File: src/hdl/dis_consts.svh
// Summary of operation
// - The two mode-select pins choose CRC/direct (00), plain/direct (01), CRC/chain (10), plain/chain (11).
// - CRC frames carry three fill bits and a 5-bit CRC; the device answers supply-low, supply-missing, zero, CRC.
// - The first output byte of every frame is the input snapshot, channel 8 first.
// - Direct modes return the addressed register in byte two of a read frame and zeros for a write.
// - Chain modes return zeros in byte two when the previous frame was a write or a null command.
// - Chain modes return the previous read's data in byte two whatever the current command is.
// - The input snapshot is frozen when chip select falls, or when the snapshot strobe falls outside a frame.
// - The supply flags are frozen by the chip select fall only, never by the strobe.
// - The supply flags sent are the synchronised supply-low and supply-missing input pins.
// - In the plain modes a frame of exactly eight clocks is accepted and fetches the snapshot only.
// - An eight-clock plain frame does no register access; in plain/direct it still loads reg_addr_out from its first byte.
// - The device computes a CRC over the bits it shifts out and sends it at the frame end.
// - A null command changes no register and may pad or flush a chain.
// - Serial input is sampled on rising clock edges and the output changes on falling edges.
// - Clock pulses are counted per frame; a count below 248 that is not a multiple of 8 drops the frame and flags an error.
`ifndef DIS_CONSTS_SVH
`define DIS_CONSTS_SVH
`define DIS_LEN_PLAIN 8'h10
`define DIS_LEN_CRC 8'h18
`define DIS_LEN_SHORT 8'h08
`define DIS_POS_FLAG_LOW 8'h10
`define DIS_POS_FLAG_MISS 8'h11
`define DIS_POS_FILL_ZERO 8'h12
`define DIS_POS_CRC_FIRST 8'h13
`define DIS_POS_CRC_LAST 8'h17
`define DIS_NULL_ADDR 7'h26
`define DIS_CRC_POLY 5'h05
`define DIS_CRC_SEED 5'h1F
`endif

File: src/hdl/dis_pkg.sv
package dis_pkg;
  typedef enum logic [1:0] {
    DIS_IDLE = 2'b01,
    DIS_SHIFT = 2'b10
  } dis_frame_e;
  typedef logic [4:0] dis_crc_t;
endpackage : dis_pkg

File: src/hdl/dis_spi_frame.sv
`timescale 1ns/1ps
`default_nettype none
`include "dis_consts.svh"
module dis_spi_frame (
  input wire logic clk_in,
  input wire logic rst_b_in,
  input wire logic ce_in,
  input wire logic sclk_in,
  input wire logic cs_b_in,
  input wire logic sdi_in,
  input wire logic snap_b_in,
  input wire logic mode_select_low_in,
  input wire logic mode_select_high_in,
  input wire logic [7:0] field_input_channels_in,
  input wire logic field_supply_low_flag_in,
  input wire logic field_supply_missing_flag_in,
  input wire logic [7:0] reg_rd_data_in,
  output logic sdo_out,
  output logic sdo_oe_b_out,
  output logic [6:0] reg_addr_out,
  output logic reg_rd_en_out,
  output logic reg_wr_en_out,
  output logic [7:0] reg_wr_data_out,
  output logic clock_count_error_out
);
  // ==========================================================
  // pin synchronisers
  // ==========================================================
  logic [1:0] sclk_s, cs_s, sdi_s, snap_s, msl_s, msh_s, fl_s, fm_s;
  logic [7:0] fin_s1, fin_s2;
  logic sclk_d, cs_d, snap_d;
  always_ff @(posedge clk_in) begin
    if (!rst_b_in) begin
      sclk_s <= 2'h0;
      cs_s <= 2'h3;
      sdi_s <= 2'h0;
      snap_s <= 2'h3;
      msl_s <= 2'h0;
      msh_s <= 2'h0;
      fl_s <= 2'h0;
      fm_s <= 2'h0;
      fin_s1 <= 8'h00;
      fin_s2 <= 8'h00;
      sclk_d <= 1'b0;
      cs_d <= 1'b1;
      snap_d <= 1'b1;
    end else if (ce_in) begin
      sclk_s <= {sclk_s[0], sclk_in};
      cs_s <= {cs_s[0], cs_b_in};
      sdi_s <= {sdi_s[0], sdi_in};
      snap_s <= {snap_s[0], snap_b_in};
      msl_s <= {msl_s[0], mode_select_low_in};
      msh_s <= {msh_s[0], mode_select_high_in};
      fl_s <= {fl_s[0], field_supply_low_flag_in};
      fm_s <= {fm_s[0], field_supply_missing_flag_in};
      fin_s1 <= field_input_channels_in;
      fin_s2 <= fin_s1;
      sclk_d <= sclk_s[1];
      cs_d <= cs_s[1];
      snap_d <= snap_s[1];
    end
  end

  // ==========================================================
  // decode
  // ==========================================================
  dis_pkg::dis_frame_e state_r, state_nxt;
  logic [7:0] cnt_r, snap_r, byte2_r, held_r;
  logic [23:0] rx_r;
  logic flag_low_r, flag_miss_r, prev_read_r, b2_pend_r, end_pend_r, end_read_r, end_write_r;
  dis_pkg::dis_crc_t crc_r;
  wire crc_en = ~msl_s[1];
  wire daisy = msh_s[1];
  wire cs_fall = cs_d & ~cs_s[1];
  wire cs_rise = ~cs_d & cs_s[1];
  wire snap_fall = snap_d & ~snap_s[1];
  wire in_frame = (state_r == dis_pkg::DIS_SHIFT);
  wire sclk_rise = in_frame & ~sclk_d & sclk_s[1];
  wire sclk_fall = in_frame & sclk_d & ~sclk_s[1];
  wire [7:0] frame_len = crc_en ? `DIS_LEN_CRC : `DIS_LEN_PLAIN;
  wire [23:0] rx_nxt = {rx_r[22:0], sdi_s[1]};
  // command fields, first bit is read/write
  wire cmd_write = crc_en ? rx_r[23] : rx_r[15];
  wire [6:0] cmd_addr = crc_en ? rx_r[22:16] : rx_r[14:8];
  wire [7:0] cmd_data = crc_en ? rx_r[15:8] : rx_r[7:0];
  wire cnt_bad = (cnt_r[2:0] != 3'h0);
  // short plain frame carries no command
  wire short_plain = ~crc_en & (cnt_r == `DIS_LEN_SHORT);
  wire frame_ok = cs_rise & ~cnt_bad & ~short_plain & (cnt_r >= frame_len);
  wire cmd_null = cmd_write & (cmd_addr == `DIS_NULL_ADDR);
  // strobe fall captures, strobe held low keeps that capture
  wire [7:0] snap_src = (snap_s[1] | snap_fall) ? fin_s2 : snap_r;
  // serial crc step over the bit leaving the pin
  wire crc_fb = crc_r[4] ^ sdo_out;
  wire [4:0] crc_upd = {crc_r[3:0], 1'b0} ^ (crc_fb ? `DIS_CRC_POLY : 5'h00);
  wire crc_take = (cnt_r != 8'h00) & (cnt_r <= `DIS_POS_CRC_FIRST);
  wire [7:0] crc_sel = `DIS_POS_CRC_LAST - cnt_r;
  wire [7:0] b1_sel = 8'h07 - cnt_r;
  wire [7:0] b2_sel = 8'h0F - cnt_r;
  wire tail_bit = (cnt_r == `DIS_POS_FLAG_LOW) ? flag_low_r :
                  (cnt_r == `DIS_POS_FLAG_MISS) ? flag_miss_r :
                  (cnt_r == `DIS_POS_FILL_ZERO) ? 1'b0 :
                  (cnt_r == `DIS_POS_CRC_FIRST) ? crc_upd[4] : crc_r[crc_sel[2:0]];
  // byte one then msb first through every field
  wire own_bit = (cnt_r < 8'h08) ? snap_r[b1_sel[2:0]] :
                 (cnt_r < 8'h10) ? byte2_r[b2_sel[2:0]] : tail_bit;
  // chained devices pass on what they received one frame earlier
  wire pass_bit = crc_en ? rx_r[23] : rx_r[15];
  wire next_bit = (cnt_r >= frame_len) ? (daisy ? pass_bit : 1'b0) : own_bit;
  always_comb begin
    state_nxt = state_r;
    unique case (state_r)
      dis_pkg::DIS_IDLE: if (cs_fall) state_nxt = dis_pkg::DIS_SHIFT;
      dis_pkg::DIS_SHIFT: if (cs_rise) state_nxt = dis_pkg::DIS_IDLE;
    endcase
  end

  // ==========================================================
  // frame state
  // ==========================================================
  always_ff @(posedge clk_in) begin
    if (!rst_b_in) begin
      state_r <= dis_pkg::DIS_IDLE;
      cnt_r <= 8'h00;
      rx_r <= 24'h000000;
    end else if (ce_in) begin
      state_r <= state_nxt;
      if (cs_fall) begin
        cnt_r <= 8'h00;
      end else if (sclk_rise) begin
        // saturate at a legal length so very long chains cannot wrap to a short count
        cnt_r <= (cnt_r == 8'hF8) ? 8'hF8 : cnt_r + 8'h01;
        rx_r <= rx_nxt;
      end
    end
  end

  // ==========================================================
  // snapshot and flags
  // ==========================================================
  always_ff @(posedge clk_in) begin
    if (!rst_b_in) begin
      snap_r <= 8'h00;
      flag_low_r <= 1'b0;
      flag_miss_r <= 1'b0;
    end else if (ce_in) begin
      if (cs_fall | (snap_fall & ~in_frame)) snap_r <= snap_src;
      // flags frozen by chip select only
      if (cs_fall) begin
        flag_low_r <= fl_s[1];
        flag_miss_r <= fm_s[1];
      end
    end
  end

  // ==========================================================
  // serial output
  // ==========================================================
  always_ff @(posedge clk_in) begin
    if (!rst_b_in) begin
      sdo_out <= 1'b0;
      sdo_oe_b_out <= 1'b1;
      crc_r <= `DIS_CRC_SEED;
    end else if (ce_in) begin
      sdo_oe_b_out <= ~(in_frame | cs_fall);
      if (cs_fall) begin
        sdo_out <= snap_src[7];
        crc_r <= `DIS_CRC_SEED;
      end else if (sclk_fall) begin
        // output moves on the falling edge
        sdo_out <= next_bit;
        if (crc_take) crc_r <= crc_upd;
      end
    end
  end

  // ==========================================================
  // second byte and register access
  // ==========================================================
  always_ff @(posedge clk_in) begin
    if (!rst_b_in) begin
      byte2_r <= 8'h00;
      held_r <= 8'h00;
      prev_read_r <= 1'b0;
      b2_pend_r <= 1'b0;
      end_pend_r <= 1'b0;
      end_read_r <= 1'b0;
      end_write_r <= 1'b0;
      reg_addr_out <= 7'h00;
      reg_wr_data_out <= 8'h00;
      reg_rd_en_out <= 1'b0;
      reg_wr_en_out <= 1'b0;
      clock_count_error_out <= 1'b0;
    end else if (ce_in) begin
      b2_pend_r <= 1'b0;
      end_pend_r <= 1'b0;
      reg_rd_en_out <= end_pend_r & end_read_r;
      reg_wr_en_out <= end_pend_r & end_write_r;
      // error pulse on a bad count
      clock_count_error_out <= cs_rise & cnt_bad;
      if (cs_fall) begin
        // chain byte two from the previous frame
        byte2_r <= (daisy & prev_read_r) ? held_r : 8'h00;
      end
      // direct read decoded on the fly, writes keep zeros
      if (sclk_rise & ~daisy & (cnt_r == 8'h07)) begin
        reg_addr_out <= rx_nxt[6:0];
        b2_pend_r <= ~rx_nxt[7];
      end
      if (b2_pend_r) byte2_r <= reg_rd_data_in;
      if (frame_ok) begin
        reg_addr_out <= cmd_addr;
        reg_wr_data_out <= cmd_data;
        end_pend_r <= 1'b1;
        end_read_r <= ~cmd_write;
        // null commands never reach the register file
        end_write_r <= cmd_write & ~cmd_null;
        prev_read_r <= ~cmd_write;
      end
      // keep read data for the next chain frame
      if (end_pend_r & end_read_r) held_r <= reg_rd_data_in;
    end
  end

  // ==========================================================
  // checks
  // ==========================================================
  a_short_no_access: assert property (@(posedge clk_in) disable iff (!rst_b_in)
    (ce_in & cs_rise & short_plain) |-> ##1 !end_pend_r ##1 !reg_wr_en_out && !reg_rd_en_out)
    else $error("short frame caused a register access");
  a_count_error: assert property (@(posedge clk_in) disable iff (!rst_b_in)
    (ce_in & cs_rise & cnt_bad) |=> clock_count_error_out ##1 !reg_wr_en_out)
    else $error("bad clock count not flagged or not discarded");
  a_null_write: assert property (@(posedge clk_in) disable iff (!rst_b_in)
    reg_wr_en_out |-> (reg_addr_out != `DIS_NULL_ADDR))
    else $error("null command wrote a register");
  a_chain_zero: assert property (@(posedge clk_in) disable iff (!rst_b_in)
    (ce_in & cs_fall & daisy & !prev_read_r) |=> (byte2_r == 8'h00))
    else $error("chain byte two not zero after write");
  a_chain_data: assert property (@(posedge clk_in) disable iff (!rst_b_in)
    (ce_in & cs_fall & daisy & prev_read_r) |=> (byte2_r == $past(held_r)))
    else $error("chain byte two lost previous read data");
  a_first_bit: assert property (@(posedge clk_in) disable iff (!rst_b_in)
    (ce_in & cs_fall) |=> (sdo_out == snap_r[7]) && !sdo_oe_b_out)
    else $error("first output bit is not channel 8 snapshot");
  a_flags_frozen: assert property (@(posedge clk_in) disable iff (!rst_b_in)
    (in_frame && $past(in_frame) && !$past(cs_fall)) |-> $stable(flag_low_r) && $stable(flag_miss_r))
    else $error("supply flags changed inside a frame");
  a_snap_frozen: assert property (@(posedge clk_in) disable iff (!rst_b_in)
    (in_frame && $past(in_frame) && !$past(cs_fall)) |-> $stable(snap_r))
    else $error("snapshot changed inside a frame");
  a_fill_zero: assert property (@(posedge clk_in) disable iff (!rst_b_in)
    (ce_in & sclk_fall & crc_en & (cnt_r == `DIS_POS_FILL_ZERO)) |=> !sdo_out)
    else $error("crc frame fill bit not zero");
  a_direct_read: assert property (@(posedge clk_in) disable iff (!rst_b_in)
    (ce_in & b2_pend_r) |=> (byte2_r == $past(reg_rd_data_in)))
    else $error("direct read data not loaded into byte two");
endmodule : dis_spi_frame
`default_nettype wire

File: config.mk
export PLATFORM = sky130hd
export DESIGN_NAME = dis_spi_frame
export DESIGN_NICKNAME = d
export VERILOG_FILES = /design/src/hdl/dis_pkg.sv /design/src/hdl/dis_spi_frame.sv
export VERILOG_INCLUDE_DIRS = /design/src /design/src/hdl
export SDC_FILE = /design/constraint.sdc
export NUM_CORES = 1
export LEC_CHECK = 0
export BUFFER_PORTS_ARGS = -buffer_cell sky130_fd_sc_hd__buf_4
export CORE_MARGIN = 1
export CORE_UTILIZATION = 55
export DETAILED_ROUTE_END_ITERATION = 6
export PLACE_DENSITY = 0.71
export SYNTH_ARGS = -nofsm -noshare
export SYNTH_HDL_FRONTEND = slang
export SYNTH_SLANG_ARGS = --single-unit
File: constraint.sdc
create_clock -name clk_in -period 2.6 [get_ports clk_in]
set_input_delay 0.13 -clock clk_in [delete_from_list [all_inputs] [get_ports clk_in]]
set_output_delay 0.13 -clock clk_in [all_outputs]
set_load 0.02 [all_outputs]
==> results_dict.tcl, run 1 <==
set metrics [dict create \
    area_growth_pct 24.0 \
    criticalPathCategory "reg2reg" \
    cts_buffers 17 \
    setup_viol 0 \
    start_util_pct 57.9 \
    ys_warn_count 0 \
    drv_slew 0 \
    syn_nets 656 \
    cp-start-kind "flop" \
    place_area_sq_mm 0.00587 \
    avgViaCountPerCell 5.68 \
    antenna_found_initial 0 \
    grt_pass1_wl_microns 22200 \
    layout_min_cycle_time_ps 2250 \
    setup_ws_ps 350 \
    max_slew_margin_pct 21.3 \
    synthMuxAreaShare_pct 12.8 \
    cts_root_buf "clkbuf_8" \
    drc 0 \
    grt_pass1_vias 4368 \
    r2r_slack_ps 350 \
    path_clk_slew_ps 60 \
    htreeDepth 4 \
    path_max_fanout 19 \
    nets 717 \
    worst_pin_slew_ps 1180 \
    die_y_microns 102 \
    synthArstFlopShare_pct 0 \
    p_total_mw 4.67 \
    worst-r2r-cell-count 7 \
    post-route-util_pct 71.8 \
    crit_required_ps 3040 \
    whs_ps 82.5 \
    ant_nets 0 \
    r2r-end "reg_wr_data_out[0]$_SDFFE_PN0P_" \
    place_inst 768 \
    antenna_cells 0 \
    drt_iter0_drc 232 \
    synthCells 624 \
    cts.sinks 124 \
    synthAdderAreaFrac_pct 1.15 \
    fp.dieW_microns 102 \
    rsz0062_at_grt "no" \
    hpwl_microns 8970 \
    netlist_area_sq_mm 0.00545 \
    cts_tree "yes" \
    hold_viol 0 \
    cp-startpoint "cnt_r[0]$_SDFFE_PN0P_" \
    holdCritPathClass "in2reg" \
    drtPass1Iterations 4 \
    cp-end-kind "flop" \
    io_pins 47 \
    ys_seq_area_share_pct 45.5 \
    synthFlopType "dfxtp_1" \
    timing.fmax_ghz 0.444 \
    grt_start_max_net_pins 111 \
    clk_path_buf_depth 2 \
    synthDistinctLibCells 58 \
    synth-simple-area-share_pct 21.4 \
    gr-usage-all-layers_pct 28.3 \
    crit_path_end "reg_wr_data_out[0]$_SDFFE_PN0P_" \
    overflow 0 \
    gp_congestion 0.902 \
    ir_drop_v 0.000601 \
    timing.setup.tns_ps 0 \
    num_rows 35 \
    synth_top_family_by_area "simple AND/OR/NAND/NOR gates" \
    routedWlPerCell_microns 16.4 \
    arrival_ps 2690 \
    clock_latency_ps 520 \
    p_leak_nw 2.49 \
    synth-compound-area-share_pct 14.6 \
    ys_seq_elements 124 \
    cellPowerDensity_mw_per_mm2 691 \
    avgSynthCellArea_sq_um 8.74 \
    vias 4698 \
    run_status "finished clean" \
    cap_violations 0 \
    stdcell_area_sq_mm 0.00676 \
    synth_edf_count 0 \
    layout-drive-gt1-share_pct 16.6 \
    pre_cts_ws_ps 403 \
    routed_wl_microns 13500 \
    finClkSkew_ps 7.80 \
    crit-reg2reg-launch "cnt_r[0]$_SDFFE_PN0P_" \
    synth-xor-area-share_pct 0.321 \
    min_period_over_period_pct 86.6 \
    core_sq_mm 0.00942 \
    io_buffers 46 \
    die_area_sq_mm 0.0103 \
    final_cells 827 \
]
timing repair:
action                    CTS  global route
buffers inserted            0             0
hold buffers               27             0
gates resized for setup     0             0
hold endpoints to repair   43             0
registers in the layout, indices dropped and copies added, names as in the netlist, 8 cells and up:
name             flops
snap_r               8
cnt_r                8
fin_s2               8
rx_r                24
reg_wr_data_out      8
byte2_r              8
held_r               8
fin_s1               8
final cells by class:
cell class,instances,area (sq um)
sequential,124,2480
multi-input combinational,448,2740
clock buffer,18,418
timing repair buffer,87,721
clock inverter,14,206
inverter,7,27.5
fill,727,2660
tap,129,161
critical path, cell delays in order (launching register included):
cell,delay (ps)
dfxtp_1,450
inv_1,220
ha_1,200
and4bb_2,340
nand2_1,200
nor2_4,440
nor2_1,120
a211oi_2,200
per-layer routing:
metal	wire length, microns	GRT usage, %
met1	6210	38.6
met5	0	0
met2	6450	45.2
met4	148	7.58
met3	736	6.21
synth_stat cells, types with 2 or more instances:
cell type,n,area [sq um]
a211oi_1,2,15.0
a211oi_2,8,100
a21oi_1,56,280
a311oi_1,12,105
and3_1,3,18.8
buf_1,5,18.8
buf_2,10,50.1
buf_6,2,22.5
clkbuf_1,26,97.6
dfxtp_1,124,2480
ha_1,5,62.6
inv_1,6,22.5
mux2_2,4,45.0
mux2i_1,61,611
mux4_2,2,45.0
nand2_1,116,435
nand2b_1,3,18.8
nand3_1,11,55.1
nand3b_1,6,45.0
nand4_1,12,75.1
nor2_1,71,267
nor2b_1,11,68.8
nor3_1,5,25.0
nor3b_1,3,22.5
nor4_1,4,25.0
o211ai_1,2,15.0
o21ai_0,12,60.1
o221ai_1,7,61.3
o22ai_1,5,31.3
xor2_1,2,17.5
how the worst min path moves through the flow:
stage	from	to	cells after the start
after floorplan	cs_b_in	cs_s[0]$_SDFFE_PN1P_	2
after global placement	cs_b_in	cs_s[0]$_SDFFE_PN1P_	3
after detailed placement	snap_b_in	snap_s[0]$_SDFFE_PN1P_	3
after CTS	ce_in	reg_wr_en_out$_SDFFE_PN0P_	4
after global routing	ce_in	snap_d$_SDFFE_PN1P_	4
final	ce_in	reg_wr_en_out$_SDFFE_PN0P_	4
placed cells by master, fill, tap and decap left out, drive strengths merged, types with 2 or more instances in the layout:
master,netlist,routed
ha,5,5
dlygate4sd3,0,27
nor2b,12,12
nand2b,3,3
a21oi,57,57
buf,18,60
nor3,5,5
or3,2,2
a311oi,13,13
o21ai,13,13
bufinv,0,4
mux4,2,2
nand3b,6,6
clkinvlp,0,3
clkbuf,27,18
inv,6,11
mux2i,61,61
mux2,4,4
nand2,116,116
and3,3,3
nor3b,3,3
a211oi,10,10
o211ai,2,2
o22ai,5,5
nor4,4,4
nand3,11,11
xor2,2,2
dfxtp,124,124
clkinv,1,3
nand4,12,12
nor2,72,72
o221ai,7,7
kinds of logic after synthesis:
logic type	after synthesis
fa+ha+maj	5
compound gates	117
flops	124
xor+xnor	2
mux	67
simple gates	257
buf+inv	52
power breakdown:
part / internal (mW) / total, mW / switching [mW]
registers: 1.93 / 1.95 / 0.0237
clock network: 1.58 / 2.51 / 0.930
logic: 0.103 / 0.205 / 0.103
No activity file was read; power rests on OpenSTA's default activity.
==> run 2: changes to the inputs <==
CORE_UTILIZATION = 35   (was 55)
PLACE_DENSITY = 0.49   (was 0.71)
==> results_dict.tcl, run 2 (same netlist as run 1, synthesis figures left out) <==
set metrics [dict create \
    run_status "finished clean" \
    p_leak_nw 2.53 \
    cts_buffers 17 \
    drt_iter0_drc 284 \
    switching_power_uw 978 \
    routed_wl_microns 13900 \
    arrival_ps 2450 \
    antenna_cells 0 \
    criticalPathCategory "reg2reg" \
    nets 721 \
    cp_cell_sequence "inv_1, ha_1, and4bb_2, nand2_1, nor2_4, nor2_1, a211oi_2" \
    drc 0 \
    holdCritPathClass "in2reg" \
    core_sq_mm 0.0152 \
    fp.dieW_microns 127 \
    drtPass1Iterations 4 \
    mostFrequentLayoutCells "dfxtp_1 (124), nand2_1 (116), nor2_1 (71)" \
    timing.fmax_ghz 0.472 \
    place_area_sq_mm 0.00598 \
    postCtsSetupRepairBufs 0 \
    timing.setup.tns_ps 0 \
    min_period_over_period_pct 81.4 \
    p_total_mw 4.79 \
    setup_viol 0 \
    post-route-util_pct 45.4 \
    routedWlPerCell_microns 15.7 \
    area_growth_pct 26.7 \
    antenna_found_initial 0 \
    crit_required_ps 2930 \
    ir_drop_v 0.000508 \
    grt_start_max_net_pins 58 \
    avgViaCountPerCell 5.22 \
    cap_violations 0 \
    cts.sinks 124 \
    holdPathStages 3 \
    vias 4640 \
    gr-usage-all-layers_pct 18.3 \
    rsz0062_at_grt "no" \
    clock_latency_ps 410 \
    start_util_pct 35.9 \
    layout_min_cycle_time_ps 2120 \
    intPower_mw 3.81 \
    cp-end-kind "flop" \
    power_frac_clock_pct 54.8 \
    cp-start-kind "flop" \
    path_clk_slew_ps 60 \
    max_slew_margin_pct 55.4 \
    crit_buf_inv 1 \
    fill_cells 1495 \
    stdcell_area_sq_mm 0.00691 \
    worst-r2r-cell-count 7 \
    cp.depth 7 \
    gp_congestion 0.859 \
    ant_nets 0 \
    largest_reg_flops 24 \
    path_max_fanout 19 \
    layout-drive-gt1-share_pct 17.0 \
    finClkSkew_ps 5.50 \
    cellPowerDensity_mw_per_mm2 693 \
    seqPwrFrac_pct 40.8 \
    power_frac_comb_pct 4.4 \
    die_area_sq_mm 0.0161 \
    largest-register "rx_r" \
    grt_pass1_wl_microns 22800 \
    grt_pass1_vias 4293 \
    overflow 0 \
    slowest_stage "nor2_4" \
    htreeDepth 4 \
    cp_slowest_stage_delay_ps 450 \
    drv_slew 0 \
    die_y_microns 127 \
    cts_root_buf "clkbuf_16" \
    p_sw_share_pct 20.4 \
    io_pins 47 \
    io_buffers 46 \
    worst_pin_slew_ps 660 \
    clk_path_buf_depth 2 \
    mostFrequentLayoutCell "dfxtp_1" \
    cts_tree "yes" \
    critPathTopFamily "simple AND/OR/NAND/NOR gates" \
    hold_viol 0 \
    num_rows 45 \
    hpwl_microns 9610 \
]
[run 2: cell count changes in the layout (fill, tap and decap cells not counted), sizes merged]
| cell | before | now |
|---|---|---|
| bufinv | 4 | 5 |
| inv | 11 | 6 |
| buf | 60 | 64 |
| clkbuf | 18 | 21 |
[run 2: cell type report]
| type | instances | area [sq um] | area share (%) |
|---|---|---|---|
| flip-flops and latches | 124 | 2480 | 35.9 |
| clock buffers | 21 | 470 | 6.81 |
| inverters | 7 | 27.5 | 0.398 |
| repair buffers | 91 | 763 | 11.0 |
| well taps | 188 | 235 | 3.40 |
| clock inverters | 10 | 186 | 2.70 |
| multi-input cells | 448 | 2740 | 39.7 |
[run 2: final timing paths]
check | from | to | slack [ps]
setup / recovery | cnt_r[0]$_SDFFE_PN0P_ | reg_wr_data_out[3]$_SDFFE_PN0P_ | 480
hold / removal | ce_in | cs_s[1]$_SDFFE_PN1P_ | 80
setup reg to reg | cnt_r[0]$_SDFFE_PN0P_ | reg_wr_data_out[3]$_SDFFE_PN0P_ | 480
hold reg to reg | reg_addr_out[1]$_SDFFE_PN0P_ | reg_addr_out[1]$_SDFFE_PN0P_ | 450
[run 2: worst min-delay path, stage by stage]
cell and delay [ps]:
buf_4 170, mux2i_1 90, nand2_1 60
[run 2: metal layers]
metal	global-route usage [%]	part of all wire [%]	up-vias
met5	0	0	-
met4	7.49	1.6	0
met3	4.34	3.5	15
met2	28.8	46	89
met1	24.1	49	2200
li1	-	-	2336
[run 2: power groups by stage]
stage	registers (mW)	clock network, mW	logic (mW)
floorplan	1.99	0	0.118
global placement	1.99	0	0.176
detailed placement	2.00	0	0.179
CTS	1.95	2.68	0.212
global route	1.96	2.77	0.230
finish	1.95	2.63	0.209
[run 2: what timing repair did]
item | in CTS | in global routing
gates resized for setup | 0 | 0
hold buffers | 27 | 0
hold endpoints to repair | 41 | 0
[run 2: per-stage QoR]
| stage | instances | hold WS (ps) | setup slack (ps) |
|---|---|---|---|
| 6_report | 889 | 76.7 | 483 |
| 5_1_grt | 889 | 94.8 | 241 |
| 4_1_cts | 889 | 62.0 | 459 |
| 3_5_place_dp | 831 | 357 | 481 |
| 3_3_place_gp | 831 | 346 | 562 |
| 2_1_floorplan | 624 | 258 | 281 |
